**src/hdl/deac_pkg.sv**
```systemverilog
// Shared constants and types of the data EEPROM access control block.
package deac_pkg;

	// Register byte offsets on the AHB-Lite bus.
	localparam logic [7:0] DEAC_OFS_LOCATION = 8'h00;
	localparam logic [7:0] DEAC_OFS_BYTE     = 8'h04;
	localparam logic [7:0] DEAC_OFS_CONTROL  = 8'h08;
	localparam logic [7:0] DEAC_OFS_BANK     = 8'h0c;
	localparam logic [7:0] DEAC_OFS_IRQ      = 8'h10;

	// Control register bit positions.
	localparam int DEAC_CTL_PROG_UNLOCK  = 3;
	localparam int DEAC_CTL_PROG_STROBE  = 2;
	localparam int DEAC_CTL_FETCH_UNLOCK = 1;
	localparam int DEAC_CTL_FETCH_STROBE = 0;

	// Interrupt register bit positions.
	localparam int DEAC_IRQ_GLOBAL_EN = 0;
	localparam int DEAC_IRQ_DONE_EN   = 1;
	localparam int DEAC_IRQ_MF_EN     = 2;
	localparam int DEAC_IRQ_DONE_FLAG = 3;
	localparam int DEAC_IRQ_MF_FLAG   = 4;

	// Array geometry.
	localparam int DEAC_ADDR_W = 6;
	localparam int DEAC_DEPTH  = 64;

	// Bank that exposes the control register.
	localparam logic [7:0] DEAC_BANK_CONTROL = 8'h01;

	// Reset values.
	localparam logic [5:0]  DEAC_RST_LOCATION = 6'h00;
	localparam logic [7:0]  DEAC_RST_BYTE     = 8'h00;
	localparam logic [3:0]  DEAC_RST_CONTROL  = 4'h0;
	localparam logic [7:0]  DEAC_RST_BANK     = 8'h00;
	localparam logic [4:0]  DEAC_RST_IRQ      = 5'h00;
	localparam logic [31:0] DEAC_RST_RDATA    = 32'h0000_0000;

	// AHB encodings.
	localparam int         DEAC_HTRANS_ACTIVE = 1;
	localparam logic [1:0] DEAC_HRESP_OKAY    = 2'h0;

	// Sequencer states.
	typedef enum logic [1:0] {
		DEAC_IDLE,
		DEAC_FETCH,
		DEAC_FETCH_DONE,
		DEAC_PROGRAM
	} deac_state_t;

endpackage

```
**src/hdl/deac_mem.sv**
```systemverilog
// Byte array of the data EEPROM with a registered read port.
`timescale 1ns/100ps
module deac_mem
	import deac_pkg::*;
(
	// Clock and reset.
	input  wire logic                   clk,
	input  wire logic                   rst_n,
	// Write port.
	input  wire logic                   we,
	input  wire logic [DEAC_ADDR_W-1:0] waddr,
	input  wire logic [7:0]             wdata,
	// Read port.
	input  wire logic [DEAC_ADDR_W-1:0] raddr,
	output logic      [7:0]             rdata_reg
);

	// Storage cells; contents are not reset, as a real array keeps them.
	logic [7:0] cells [DEAC_DEPTH];

	// The array takes a write on every rising clock edge that sees the write enable high.
	always_ff @(posedge clk) begin
		if (we) begin
			cells[waddr] <= wdata;
		end
	end

	// Read data always comes out of a register, one cycle after the address.
	always_ff @(posedge clk or negedge rst_n) begin
		if (!rst_n) begin
			rdata_reg <= DEAC_RST_BYTE;
		end else begin
			rdata_reg <= cells[raddr];
		end
	end

endmodule // deac_mem

```
**src/hdl/deac_top.sv**
```systemverilog
// Data EEPROM access control with an AHB-Lite register slave.
//
// Summary of operation
// - Program strobe ignored unless program unlock set.
// - Write duration set by asynchronous external timer.
// - Hardware clears program strobe when write ends.
// - Program unlock is cleared at reset.
// - Bank select resets to zero, hiding control.
// - Write end sets done and multi-function flags.
// - Vector request needs all enables, stack free.
// - Service clears multi-function flag only.
// - Fetch: unlock, strobe, poll, then read byte.
// - Sixty-four bytes; location upper bits read zero.
// - Control bit layout; upper bits read zero.
// - Fetched byte held until next operation.
`timescale 1ns/100ps
module deac_top
	import deac_pkg::*;
(
	// Clock and reset.
	input  wire logic        hclk,
	input  wire logic        hresetn,
	// AHB-Lite slave port.
	input  wire logic        hsel,
	input  wire logic [31:0] haddr,
	input  wire logic [1:0]  htrans,
	input  wire logic        hwrite,
	input  wire logic [2:0]  hsize,
	input  wire logic [31:0] hwdata,
	input  wire logic        hready,
	output logic             hreadyout,
	output logic      [1:0]  hresp,
	output logic      [31:0] hrdata,
	// Write timer handshake.
	output logic             nv_write_start,
	input  wire logic        nv_timer_done,
	// Interrupt controller side.
	input  wire logic        stack_full,
	input  wire logic        irq_service_ack,
	output logic             irq_vector_req
);

	// Bus state: pending data phases, latched address, answer registers.
	logic        wr_pend_reg, wr_pend_next;
	logic        rd_pend_reg, rd_pend_next;
	logic [7:0]  addr_reg, addr_next;
	logic        hready_reg, hready_next;
	logic [31:0] hrdata_reg, hrdata_next;

	// Software visible registers.
	logic [5:0]  nv_location_reg, nv_location_next;
	logic [7:0]  nv_byte_reg, nv_byte_next;
	logic [3:0]  nv_control_reg, nv_control_next;
	logic [7:0]  bank_select_reg, bank_select_next;
	logic [4:0]  irq_reg, irq_next;

	// Sequencer and its outputs.
	deac_state_t state_reg, state_next;
	logic        start_reg, start_next;
	logic        vector_reg, vector_next;

	// Completion synchroniser; stage one feeds stage two only.
	logic        done_s1_reg, done_s2_reg, done_s3_reg;
	logic        done_rise;

	// Memory port signals.
	logic        mem_we;
	logic [7:0]  mem_rdata;

	// Helper terms.
	logic        bus_accept;
	logic        bus_write;
	logic        ctl_visible;
	logic [31:0] read_value;

	assign bus_accept  = hsel && htrans[DEAC_HTRANS_ACTIVE] && hready;
	assign bus_write   = wr_pend_reg && hready_reg;
	assign ctl_visible = (bank_select_reg == DEAC_BANK_CONTROL);
	assign done_rise   = done_s2_reg && !done_s3_reg;

	// Read multiplexer; unused bits of every register read as zero.
	always_comb begin
		read_value = 32'h0000_0000;
		case (addr_reg)
			DEAC_OFS_LOCATION: read_value[5:0] = nv_location_reg;
			DEAC_OFS_BYTE:     read_value[7:0] = nv_byte_reg;
			DEAC_OFS_CONTROL: begin
				// Hidden while another bank is selected.
				if (ctl_visible) begin
					read_value[3:0] = nv_control_reg;
				end
			end
			DEAC_OFS_BANK:     read_value[7:0] = bank_select_reg;
			DEAC_OFS_IRQ:      read_value[4:0] = irq_reg;
			default:           read_value = 32'h0000_0000;
		endcase
	end

	// Bus handshake: writes finish with no wait, reads take one wait state
	// so the answer is registered from values updated by a prior write.
	always_comb begin
		wr_pend_next = 1'b0;
		rd_pend_next = 1'b0;
		addr_next    = addr_reg;
		hready_next  = 1'b1;
		hrdata_next  = hrdata_reg;
		if (rd_pend_reg) begin
			// Wait state of a read: the answer is loaded here.
			hrdata_next = read_value;
		end else if (bus_accept) begin
			// Address phase taken; reads stall one cycle.
			addr_next    = haddr[7:0];
			wr_pend_next = hwrite;
			rd_pend_next = !hwrite;
			hready_next  = hwrite;
		end
	end

	// Bus registers.
	always_ff @(posedge hclk or negedge hresetn) begin
		if (!hresetn) begin
			wr_pend_reg <= 1'b0;
			rd_pend_reg <= 1'b0;
			addr_reg    <= 8'h00;
			hready_reg  <= 1'b1;
			hrdata_reg  <= DEAC_RST_RDATA;
		end else begin
			wr_pend_reg <= wr_pend_next;
			rd_pend_reg <= rd_pend_next;
			addr_reg    <= addr_next;
			hready_reg  <= hready_next;
			hrdata_reg  <= hrdata_next;
		end
	end

	// Two stage synchroniser on the asynchronous timer completion, plus a
	// third stage so only settled values reach the edge detector.
	always_ff @(posedge hclk or negedge hresetn) begin
		if (!hresetn) begin
			done_s1_reg <= 1'b0;
			done_s2_reg <= 1'b0;
			done_s3_reg <= 1'b0;
		end else begin
			done_s1_reg <= nv_timer_done;
			done_s2_reg <= done_s1_reg;
			done_s3_reg <= done_s2_reg;
		end
	end

	// Registers and sequencer. Bus writes come first, hardware events
	// after, so a hardware set beats a software clear in the same cycle.
	always_comb begin
		nv_location_next = nv_location_reg;
		nv_byte_next     = nv_byte_reg;
		nv_control_next  = nv_control_reg;
		bank_select_next = bank_select_reg;
		irq_next         = irq_reg;
		state_next       = state_reg;
		start_next       = start_reg;
		mem_we           = 1'b0;
		if (bus_write) begin
			case (addr_reg)
				DEAC_OFS_LOCATION: nv_location_next = hwdata[5:0];
				DEAC_OFS_BYTE:     nv_byte_next = hwdata[7:0];
				DEAC_OFS_BANK:     bank_select_next = hwdata[7:0];
				DEAC_OFS_CONTROL: begin
					if (ctl_visible) begin
						nv_control_next[DEAC_CTL_PROG_UNLOCK] =
							hwdata[DEAC_CTL_PROG_UNLOCK];
						nv_control_next[DEAC_CTL_FETCH_UNLOCK] =
							hwdata[DEAC_CTL_FETCH_UNLOCK];
						// A strobe sets only if its unlock was already set;
						// software cannot clear a strobe.
						nv_control_next[DEAC_CTL_PROG_STROBE] =
							nv_control_reg[DEAC_CTL_PROG_STROBE] ||
							(hwdata[DEAC_CTL_PROG_STROBE] &&
							 nv_control_reg[DEAC_CTL_PROG_UNLOCK] &&
							 !hwdata[DEAC_CTL_FETCH_STROBE]);
						nv_control_next[DEAC_CTL_FETCH_STROBE] =
							nv_control_reg[DEAC_CTL_FETCH_STROBE] ||
							(hwdata[DEAC_CTL_FETCH_STROBE] &&
							 nv_control_reg[DEAC_CTL_FETCH_UNLOCK] &&
							 !hwdata[DEAC_CTL_PROG_STROBE]);
					end
				end
				DEAC_OFS_IRQ: begin
					irq_next[DEAC_IRQ_GLOBAL_EN] = hwdata[DEAC_IRQ_GLOBAL_EN];
					irq_next[DEAC_IRQ_DONE_EN]   = hwdata[DEAC_IRQ_DONE_EN];
					irq_next[DEAC_IRQ_MF_EN]     = hwdata[DEAC_IRQ_MF_EN];
					// Flags are cleared by writing zero; one leaves them.
					irq_next[DEAC_IRQ_DONE_FLAG] = irq_reg[DEAC_IRQ_DONE_FLAG] &&
						hwdata[DEAC_IRQ_DONE_FLAG];
					irq_next[DEAC_IRQ_MF_FLAG] = irq_reg[DEAC_IRQ_MF_FLAG] &&
						hwdata[DEAC_IRQ_MF_FLAG];
				end
				default: begin
					// Unmapped offsets ignore writes.
				end
			endcase
		end
		// Servicing the vector clears only the multi-function flag.
		if (irq_service_ack) begin
			irq_next[DEAC_IRQ_MF_FLAG] = 1'b0;
		end
		case (state_reg)
			DEAC_IDLE: begin
				// Strobes are never both set while idle, so the order is arbitrary.
				if (nv_control_reg[DEAC_CTL_PROG_STROBE]) begin
					state_next = DEAC_PROGRAM;
					start_next = 1'b1;
				end else if (nv_control_reg[DEAC_CTL_FETCH_STROBE]) begin
					state_next = DEAC_FETCH;
				end
			end
			DEAC_FETCH: begin
				// The array registers the byte at the location this cycle.
				state_next = DEAC_FETCH_DONE;
			end
			DEAC_FETCH_DONE: begin
				nv_byte_next = mem_rdata;
				nv_control_next[DEAC_CTL_FETCH_STROBE] = 1'b0;
				state_next = DEAC_IDLE;
			end
			DEAC_PROGRAM: begin
				// The cycle lasts as long as the external timer decides;
				// the sequencer only waits for its completion.
				if (done_rise) begin
					mem_we = 1'b1;
					start_next = 1'b0;
					nv_control_next[DEAC_CTL_PROG_STROBE] = 1'b0;
					irq_next[DEAC_IRQ_DONE_FLAG] = 1'b1;
					irq_next[DEAC_IRQ_MF_FLAG]   = 1'b1;
					state_next = DEAC_IDLE;
				end
			end
			default: begin
				state_next = DEAC_IDLE;
				start_next = 1'b0;
			end
		endcase
		// Vector request needs every enable and room on the stack.
		vector_next = irq_reg[DEAC_IRQ_GLOBAL_EN] &&
			irq_reg[DEAC_IRQ_DONE_EN] && irq_reg[DEAC_IRQ_MF_EN] &&
			irq_reg[DEAC_IRQ_MF_FLAG] && !stack_full;
	end

	// Register state; reset clears unlocks and bank select.
	always_ff @(posedge hclk or negedge hresetn) begin
		if (!hresetn) begin
			nv_location_reg <= DEAC_RST_LOCATION;
			nv_byte_reg     <= DEAC_RST_BYTE;
			nv_control_reg  <= DEAC_RST_CONTROL;
			bank_select_reg <= DEAC_RST_BANK;
			irq_reg         <= DEAC_RST_IRQ;
			state_reg       <= DEAC_IDLE;
			start_reg       <= 1'b0;
			vector_reg      <= 1'b0;
		end else begin
			nv_location_reg <= nv_location_next;
			nv_byte_reg     <= nv_byte_next;
			nv_control_reg  <= nv_control_next;
			bank_select_reg <= bank_select_next;
			irq_reg         <= irq_next;
			state_reg       <= state_next;
			start_reg       <= start_next;
			vector_reg      <= vector_next;
		end
	end

	// The array stores the byte register at the location register.
	deac_mem i_deac_mem (
		.clk       (hclk),
		.rst_n     (hresetn),
		.we        (mem_we),
		.waddr     (nv_location_reg),
		.wdata     (nv_byte_reg),
		.raddr     (nv_location_reg),
		.rdata_reg (mem_rdata)
	);

	// Outputs come straight from flip-flops; the response is always OKAY.
	assign hreadyout      = hready_reg;
	assign hresp          = DEAC_HRESP_OKAY;
	assign hrdata         = hrdata_reg;
	assign nv_write_start = start_reg;
	assign irq_vector_req = vector_reg;

	// A program strobe only rises while the unlock was already set.
	chk_strobe_locked: assert property (
		@(posedge hclk) disable iff (!hresetn)
		$rose(nv_control_reg[DEAC_CTL_PROG_STROBE]) |->
			$past(nv_control_reg[DEAC_CTL_PROG_UNLOCK]))
		else $error("program strobe rose without unlock");

	// Completion clears the strobe and drops the start request.
	chk_done_clears: assert property (
		@(posedge hclk) disable iff (!hresetn)
		(state_reg == DEAC_PROGRAM && done_rise) |=>
			!nv_control_reg[DEAC_CTL_PROG_STROBE] && !nv_write_start)
		else $error("program strobe not cleared at completion");

	// Completion raises both request flags.
	chk_done_flags: assert property (
		@(posedge hclk) disable iff (!hresetn)
		(state_reg == DEAC_PROGRAM && done_rise) |=>
			irq_reg[DEAC_IRQ_DONE_FLAG] && irq_reg[DEAC_IRQ_MF_FLAG])
		else $error("done flags not set at completion");

	// Completion is seen only after passing the synchroniser stages.
	chk_sync_path: assert property (
		@(posedge hclk) disable iff (!hresetn)
		done_rise |-> $past(nv_timer_done, 2) && !$past(nv_timer_done, 3))
		else $error("completion edge not synchronised");

	// Right after reset release unlocks and bank are zero.
	chk_reset_state: assert property (
		@(posedge hclk) disable iff (!hresetn)
		$rose(hresetn) |-> nv_control_reg == DEAC_RST_CONTROL &&
			bank_select_reg == DEAC_RST_BANK)
		else $error("control or bank not cleared by reset");

	// Vector request follows the gating terms of the previous cycle.
	chk_vector_gate: assert property (
		@(posedge hclk) disable iff (!hresetn)
		##1 irq_vector_req == $past(irq_reg[DEAC_IRQ_GLOBAL_EN] &&
			irq_reg[DEAC_IRQ_DONE_EN] && irq_reg[DEAC_IRQ_MF_EN] &&
			irq_reg[DEAC_IRQ_MF_FLAG] && !stack_full))
		else $error("vector request gating wrong");

	// Service clears the multi-function flag and keeps the done flag.
	chk_service_clear: assert property (
		@(posedge hclk) disable iff (!hresetn)
		(irq_service_ack && !done_rise &&
		 !(bus_write && addr_reg == DEAC_OFS_IRQ)) |=>
			!irq_reg[DEAC_IRQ_MF_FLAG] &&
			irq_reg[DEAC_IRQ_DONE_FLAG] == $past(irq_reg[DEAC_IRQ_DONE_FLAG]))
		else $error("service cleared wrong flag");

	// Location readback carries zeros above the six location bits.
	chk_location_pad: assert property (
		@(posedge hclk) disable iff (!hresetn)
		(rd_pend_reg && addr_reg == DEAC_OFS_LOCATION) |=>
			hreadyout && hrdata[31:6] == 26'h0 &&
			hrdata[5:0] == $past(nv_location_reg))
		else $error("location readback wrong");

	// Control readback is zero above bit three, and zero when hidden.
	chk_control_pad: assert property (
		@(posedge hclk) disable iff (!hresetn)
		(rd_pend_reg && addr_reg == DEAC_OFS_CONTROL) |=>
			hrdata[31:4] == 28'h0 &&
			hrdata[3:0] == ($past(ctl_visible) ? $past(nv_control_reg) : 4'h0))
		else $error("control readback wrong");

	// A fetch strobe is cleared exactly three cycles after it rises.
	chk_fetch_time: assert property (
		@(posedge hclk) disable iff (!hresetn)
		($rose(nv_control_reg[DEAC_CTL_FETCH_STROBE]) &&
		 state_reg == DEAC_IDLE) |->
			nv_control_reg[DEAC_CTL_FETCH_STROBE] [*3]
			##1 !nv_control_reg[DEAC_CTL_FETCH_STROBE])
		else $error("fetch strobe timing wrong");

	// The byte register changes only on a fetch or a bus write to it.
	chk_byte_hold: assert property (
		@(posedge hclk) disable iff (!hresetn)
		$changed(nv_byte_reg) |-> $past(state_reg == DEAC_FETCH_DONE ||
			(bus_write && addr_reg == DEAC_OFS_BYTE)))
		else $error("byte register changed spuriously");

endmodule // deac_top

```
**config.mk**
```make
export PLATFORM = sky130hd
export DESIGN_NAME = deac_top
export DESIGN_NICKNAME = d
export VERILOG_FILES = /design/src/hdl/deac_pkg.sv /design/src/hdl/deac_mem.sv /design/src/hdl/deac_top.sv
export SDC_FILE = /design/constraint.sdc
export NUM_CORES = 1
export LEC_CHECK = 0
export CORE_UTILIZATION = 60
export DETAILED_ROUTE_END_ITERATION = 8
export DONT_BUFFER_PORTS = 1
export PLACE_DENSITY = 0.76
export SETUP_SLACK_MARGIN = 0.3
export SYNTH_ARGS = -nofsm -noshare
export SYNTH_HDL_FRONTEND = slang
export SYNTH_SLANG_ARGS = --single-unit
export TNS_END_PERCENT = 20
```
**constraint.sdc**
```tcl
create_clock -name hclk -period 3.5 [get_ports hclk]
set_input_delay 0 -clock hclk [delete_from_list [all_inputs] [get_ports hclk]]
set_output_delay 0 -clock hclk [all_outputs]
set_load 0.01 [all_outputs]
```
## Yosys cells after proc, flatten, opt, wreduce, memory -nomap -nowiden

Memories as Yosys holds them, arrays and structs flattened. A register that Yosys moved wholly into a read port is not among the register bits.
Index checks and enable logic that the tools add are counted.

- Bits in registers: 57
- Bits in writable memories: 512
- Output and inout bits: 37
- Logic and storage cells: 106
- Memories: 1

- Equal/unequal tests: 11
- Mux-type cells: 36
- Bitwise operators: 1
- Reductions and logical operators: 38

Memories:

| name | words | width | rd ports | clocked after memory_dff | write ports | line | source |
|---|---|---|---|---|---|---|---|
| i_deac_mem.cells | 64 | 8 | 1 | 1 | 1 | deac_mem.sv:19 | `logic [7:0] cells [DEAC_DEPTH];` |

Operator list:

| operator | count |
|---|---|
| $mux 8 | 3 |
| $pmux 4 s5 | 1 |
| $eq 8x4->1 const B | 2 |
| $mux 1 | 16 |
| $logic_and 1x1->1 | 14 |
| $reduce_and 2->1 | 6 |
| $mux 2 | 5 |
| $mux 5 | 2 |
| $reduce_bool 2->1 | 5 |
| $mux 3 | 3 |
| $reduce_and 3->1 | 3 |
| $eq 8x1->1 const B | 1 |
| $eq 8x3->1 const B | 1 |
| $eq 8x5->1 const B | 1 |
| $logic_not 8->1 | 1 |
| $pmux 2 s4 | 1 |
| $logic_not 1->1 | 6 |
| $eq 2x2->1 const B | 2 |
| $mux 4 | 1 |
| $ne 2x2->1 const B | 2 |
| $pmux 1 s4 | 1 |
| $pmux 2 s2 | 1 |
| $ne 3x3->1 const B | 1 |
| $pmux 1 s3 | 1 |
| other kinds (5) | 6 |

## Longest topological paths before layout

Gate-level depths: netlist (run 1).

- Word-level depth: 8
- Mapped depth: 10
- Gate-level depth less buffers: 6

## Hierarchy

Synthesis (run 1) repeated with hierarchy kept, for this count alone.

- Cells, all modules: 1171
- Area total of the unflattened synthesis: 22913.2 um^2

Modules (own cells, without submodules):

| module | times used | cells each | area each (um^2) | sequential area each (um^2) |
|---|---|---|---|---|
| deac_mem | 1 | 942 | 20211.9 | 15574.9 |
| deac_top | 1 | 229 | 2701.3 | 1427.6 |

## Worst setup path before layout (run 1)

No wires, ideal clock.

- Path type: register to register
- From: reg nv_location_reg[2]
- To: mem i_deac_mem.cells[40][0] (enable)
- Setup time: 383 ps
- Arrival: 2208 ps
- Data required time: 3117 ps
- Slack: 908 ps
- Stages on the path, launching flop included: 8
- Path buffers: 5
- Period minus slack after synthesis: 2592 ps
- Path through: dfrtp_1 -> buf_6 -> buf_2 -> buf_2 -> buf_2 -> clkbuf_1 -> or3_1 -> nor3_1

RTL lines:

| element | line | source |
|---|---|---|
| start, declared | deac_top.sv:51 | `logic [5:0] nv_location_reg, nv_location_next;` |
| start signal, assigned | deac_top.sv:259 | `nv_location_reg <= nv_location_next;` |
| end, declared | deac_mem.sv:19 |  |

Straight into the memory's write port.

==> results.cfg, run 1 <==
[floorplan]
start_util_pct = 60.8
die_h_um = 197
coreArea_mm2 = 0.0375
ios = 114
die_w_um = 197
core.rowCount = 71
die_area_mm2 = 0.0388

[finish]
diodes = 0
final_util_pct = 69.4
syn_to_final_growth_pct = 14.1
largest-register = i_deac_mem.cells
fin_nets = 1622
drive_above_1_share_pct = 18.1
largest_reg_flops = 512

[worst_hold_path]
hold_class = in2reg
whs_path_depth = 4
hold_end = irq_reg[4]
min-delay-start = irq_service_ack

[drt]
drtPass1Iterations = 5
wl_per_cell_um = 29.8
drc = 0
drt_iter0_drc = 2588
via_per_inst = 6.91
totalWireLength_um = 62600
route.vias.total = 14507
ant_nets = 0

[global_route]
grt_pass1_vias = 13877
grt_antenna_before_repair = 0
grt_max_degree = 67
grt_pass1_wl_um = 92600
track_usage_pct = 33.1
grt-ovfl-total = 0

[timing]
period_minus_slack_ns = 3.24
max_freq_ghz = 0.309
skew_ns = 0.0187
setup_viol = 0
max_slew.worst_pin.slew_ns = 1.36
worst_slack_ns = 0.264
hold_viol_final = 0
slew_viol_final = 0
fin_setup_tns_ns = 0
slew_headroom_pct = 9.41
rsz0062_at_grt = yes
fin_crit_sh_pct = 92.5

[logic_synthesis]
seq_area_frac_synth_pct = 74.6
async_reset_ff_share_pct = 11.3
syn_inst = 1417
synth.avg_cell_area_um2 = 16.1
ys_warn_count = 0
synth_ff_type = edfxtp_1
ys_types = 65
synth.ff_latch_count = 577
synth.cell_area_mm2 = 0.0228
synth_edf_count = 512

[placed_design]
dpl.hpwl_um = 37300
port-buffer-count = 0
place_worst_setup_slack_ns = 0.399
gp_congestion = 0.949

[setup_path]
worstSetupPathType = reg2reg
rr_worst_depth = 6
cp-end-kind = flop
regToRegStartpoint = nv_location_reg[0]
slowest_stage = nor2b_2
worstPathCellList = nor2b_2 -> buf_12 -> a221oi_1 -> nor3_1 -> a211oi_1 -> or4b_1
crit_buf_inv = 1
cp_data_arrival_time_ns = 3.76
r2r-end = i_deac_mem.rdata_reg[2]
crit_path_start_kind = flop
max_stage_delay_ns = 1.01
regToRegSetupSlack_ns = 0.26
crit_family = simple AND/OR/NAND/NOR gates
cp.required_ns = 4.03
path_max_fanout = 18

[clock_network]
cts_buffers = 55
clockBufferDepth = 3
htree_levels = 2
clk_latency_ns = 0.61
cts_num_sinks = 577
tritoncts = done
clk_pin_slew_worst_paths_ns = 0.06
postCtsSetupBuffers = 0
cts-root-buf = clkbuf_16

[run_status]
outcome = finished clean

[power]
leakage_nw = 8.89
p_per_area_mw_per_mm2 = 578
ir_drop_uv = 400

[job]
maxCapViolations = 0
layout make-up:
| type | instances | area (um^2) |
|---|---|---|
| sequential | 577 | 17000 |
| fill | 2375 | 11500 |
| multi-input combinational | 731 | 5230 |
| clock buffer | 84 | 1540 |
| timing repair buffer | 168 | 1430 |
| tap | 511 | 639 |
| clock inverter | 16 | 104 |
| inverter | 12 | 45.0 |
report_power, final:
group	internal [mW]	switching, mW	leakage (nW)	total (mW)
Clock	3.09	2.46	0.795	5.54
Combinational	0.558	0.977	2.71	1.53
Sequential	7.65	0.286	5.38	7.94
Total	11.3	3.72	8.89	15.0
synth_stat cells, drive strengths merged, types with 4 or more instances:
library cell | n | area, um^2
a22o | 12 | 105
mux4 | 16 | 360
mux2i | 57 | 571
nand2 | 52 | 195
mux2 | 41 | 492
o21ai | 41 | 205
edfxtp | 512 | 15400
nor3 | 25 | 146
a211oi | 4 | 30.0
a221o | 8 | 80.1
nand4 | 5 | 31.3
or4 | 5 | 37.5
a311oi | 6 | 52.6
clkbuf | 49 | 184
nand3 | 19 | 95.1
buf | 73 | 452
inv | 11 | 41.3
a31oi | 16 | 100
o22a | 7 | 61.3
o221ai | 13 | 114
a221oi | 73 | 652
a21oi | 29 | 145
a22oi | 74 | 556
dfrtp | 64 | 1600
nor2b | 8 | 50.1
or3 | 4 | 25.0
o22ai | 28 | 175
and3 | 5 | 31.3
o32ai | 5 | 43.8
nor2 | 114 | 428
nand3b | 4 | 30.0
cell families after synthesis:
logic type	synth area share, %
flops	74.6
compound gates	10.8
simple gates	5.34
buf+inv	2.99
mux	6.24
other cells	0.0165
worst max-delay path by stage:
stage / startpoint / to / cells past startpoint
2_1_floorplan: nv_location_reg[2] / i_deac_mem.cells[40][0] / 7
6_report: nv_location_reg[0] / i_deac_mem.rdata_reg[2] / 6
5_1_grt: nv_location_reg[0] / i_deac_mem.rdata_reg[2] / 5
3_3_place_gp: nv_location_reg[0] / i_deac_mem.cells[49][1] / 4
4_1_cts: nv_location_reg[0] / i_deac_mem.cells[49][6] / 4
3_5_place_dp: nv_location_reg[0] / i_deac_mem.cells[49][1] / 4
routing by layer:
metal | wire length (um) | track usage [%]
met1 | 22400 | 46.6
met2 | 28500 | 49.7
met3 | 8450 | 7.24
met4 | 3220 | 15.7
met5 | 0 | 0.255
timing repair:
item	4_1_cts	5_1_grt
endpoints found under the setup margin	0	10
hold endpoints to repair	109	0
hold buffers	37	0
resized for setup	0	1
through the flow:
step | hold slack, ns | area, um^2 | power, mW | instances
3_3_place_gp | -0.294 | 24000 | 9.42 | 1962
5_1_grt | 0.150 | 26000 | 15.4 | 2099
2_1_floorplan | -0.296 | 22900 | 8.83 | 1442
3_5_place_dp | -0.294 | 24000 | 9.46 | 1962
4_1_cts | 0.0879 | 26000 | 15.0 | 2099
6_report | 0.140 | 26000 | 15.0 | 2099
layout by cell type (no fill, tap or decap), types with 28 or more instances in the layout:
cell type and instances:
a21oi_1 29, a221oi_1 71, a22oi_1 74, buf_4 128, clkbuf_16 57, dfrtp_1 53, dlygate4sd3_1 35, edfxtp_1 512
mux2_2 33, mux2i_1 57, nand2_1 52, nor2_1 111, o21ai_0 39, o22ai_1 28
worst reg2reg max path, stage by stage (launching register included):
cell and delay (ns):
dfrtp_2 0.72, nor2b_2 1.02, buf_12 0.26, a221oi_1 0.10, nor3_1 0.72, a211oi_1 0.08
or4b_1 0.27
Power figures use the tool's default switching activity.
==> run 2, diff against run 1 <==
Settings changed: PLACE_DENSITY 0.76 to unset, PLACE_DENSITY_LB_ADDON set to 0.25.
==> results.cfg, run 2 (synthesized netlist as in run 1, its figures left out) <==
[clock_network]
cts-root-buf = clkbuf_16
postCtsSetupBuffers = 0
clockBufferDepth = 3
cts_buffers = 56
hold_buffers = 31
clk_pin_slew_worst_paths_ns = 0.06
tritoncts = done
ctsResizeCount = 0
cts_num_sinks = 577
clk_latency_ns = 0.61
htree_levels = 2

[timing]
fin_setup_tns_ns = 0
slew_headroom_pct = 15.2
period_minus_slack_ns = 3.12
rsz0062_at_grt = no
setup_viol = 0
hold_viol_final = 0
fin_crit_sh_pct = 89.1
slew_viol_final = 0
worst_slack_ns = 0.380
skew_ns = 0.0139
max_freq_ghz = 0.321
max_slew.worst_pin.slew_ns = 1.27

[floorplan]
die_h_um = 197
die_w_um = 197
ios = 114
die_area_mm2 = 0.0388
start_util_pct = 60.8
core.rowCount = 71
coreArea_mm2 = 0.0375

[power]
p_total_mw = 15.6
p_per_area_mw_per_mm2 = 597
p_switching_mw = 3.71
ir_drop_uv = 473
p_comb_share_pct = 9.4
pwr-share-seq_pct = 50.7
leakage_nw = 8.99
p_clk_share_pct = 39.9
p_sw_share_pct = 23.8
p_int_mw = 11.9

[run_status]
outcome = finished clean

[drt]
ant_nets = 0
drc = 0
drt_iter0_drc = 1891
totalWireLength_um = 61400
drtPass1Iterations = 5
via_per_inst = 6.79
route.vias.total = 14214
wl_per_cell_um = 29.3

[global_route]
track_usage_pct = 32.5
grt_pass1_vias = 13911
grt_max_degree = 67
grt_antenna_before_repair = 2
grt_pass1_wl_um = 90400
grt-ovfl-total = 0

[finish]
diodes = 0
fin_nets = 1618
layout_common_cells = edfxtp_1 (512), buf_4 (129), nor2_1 (112)
drive_above_1_share_pct = 19.0
largest_reg_flops = 512
fin_area_mm2 = 0.0262
syn_to_final_growth_pct = 15.0
largest-register = i_deac_mem.cells
mostFrequentLayoutCell = edfxtp_1
fillers = 2430

[placed_design]
dpl.hpwl_um = 37600
place_worst_setup_slack_ns = 0.489
gp_congestion = 0.903
port-buffer-count = 0
placed_area_mm2 = 0.0240

[setup_path]
cp.required_ns = 4.01
regToRegStartpoint = nv_location_reg[2]
worstSetupPathType = reg2reg
regToRegSetupSlack_ns = 0.38
critPathCapture = i_deac_mem.rdata_reg[5]
path_max_fanout = 19
worstPathCellList = nor2b_2 -> buf_4 -> a221oi_1 -> o22ai_1 -> o2bb2ai_1 -> a211oi_1 -> nand4_1
crit_path_start = nv_location_reg[2]
cp_data_arrival_time_ns = 3.63
cp-end-kind = flop
r2r-end = i_deac_mem.rdata_reg[5]
max_stage_delay_ns = 1.02
crit_path_start_kind = flop
rr_worst_depth = 7
slowest_stage = nor2b_2

[job]
maxCapViolations = 0

[worst_hold_path]
hold_class = in2reg
==> run 2: cell count changes in the layout (fill, tap and decap cells not counted), sizes merged <==
cell	before	now
buf	133	134
clkinvlp	1	2
dlygate4sd3	35	29
bufinv	1	8
clkinv	15	10
clkbuf	84	80
==> run 2: routing by layer <==
metal / GRT usage, % / part of all wire, %
met3: 6.67 / 12
met1: 45.4 / 37
met4: 16.6 / 5.2
met5: 0 / 0.047
met2: 48.9 / 45
==> run 2: critical path: cells and delay by family (launching register included) <==
family                 cells  cell delay (ns)
AND/OR/NAND/NOR            2             1.23
AO/OA/AOI/OAI              4             0.84
buffers and inverters      1             0.30
flip-flops                 1             0.64
==> run 2: final cells by class <==
| type | instances | area [um^2] | share of cell area, % |
|---|---|---|---|
| Sequential cell | 577 | 17000 | 65.0 |
| Clock inverter | 19 | 299 | 1.14 |
| Tap cell | 511 | 639 | 2.44 |
| Inverter | 12 | 45.0 | 0.172 |
| Clock buffer | 80 | 1600 | 6.09 |
| Timing Repair Buffer | 163 | 1370 | 5.24 |
| Multi-Input combinational cell | 731 | 5230 | 19.9 |
==> run 2: how the worst min path moves through the flow <==
stage | startpoint | end | slack, ns | cells past startpoint
after floorplan | hresetn | addr_reg[0] | -0.30 | 0
after global placement | hresetn | addr_reg[7] | -0.29 | 0
after detailed placement | hresetn | addr_reg[7] | -0.29 | 0
after CTS | haddr[7] | addr_reg[7] | 0.06 | 2
after global routing | haddr[5] | addr_reg[5] | 0.08 | 2
final | haddr[0] | addr_reg[0] | 0.09 | 2
==> run 2: power by group through the flow <==
stage               sequential (mW)  combinational, mW  clock [mW]
floorplan                      7.91              0.921           0
global placement               8.06               1.34           0
detailed placement             8.07               1.36           0
CTS                            7.92               1.43        6.27
global route                   7.94               1.53        6.51
finish                         7.93               1.48        6.23
==> run 2: through the flow <==
stage	hold WS, ns	utilization (%)	std cells
after global routing	0.0835	69.9	2093
after detailed placement	-0.294	63.9	1963
after global placement	-0.294	63.9	1963
final	0.0861	69.9	2093
after floorplan	-0.296	-	1442
after CTS	0.0553	69.9	2093
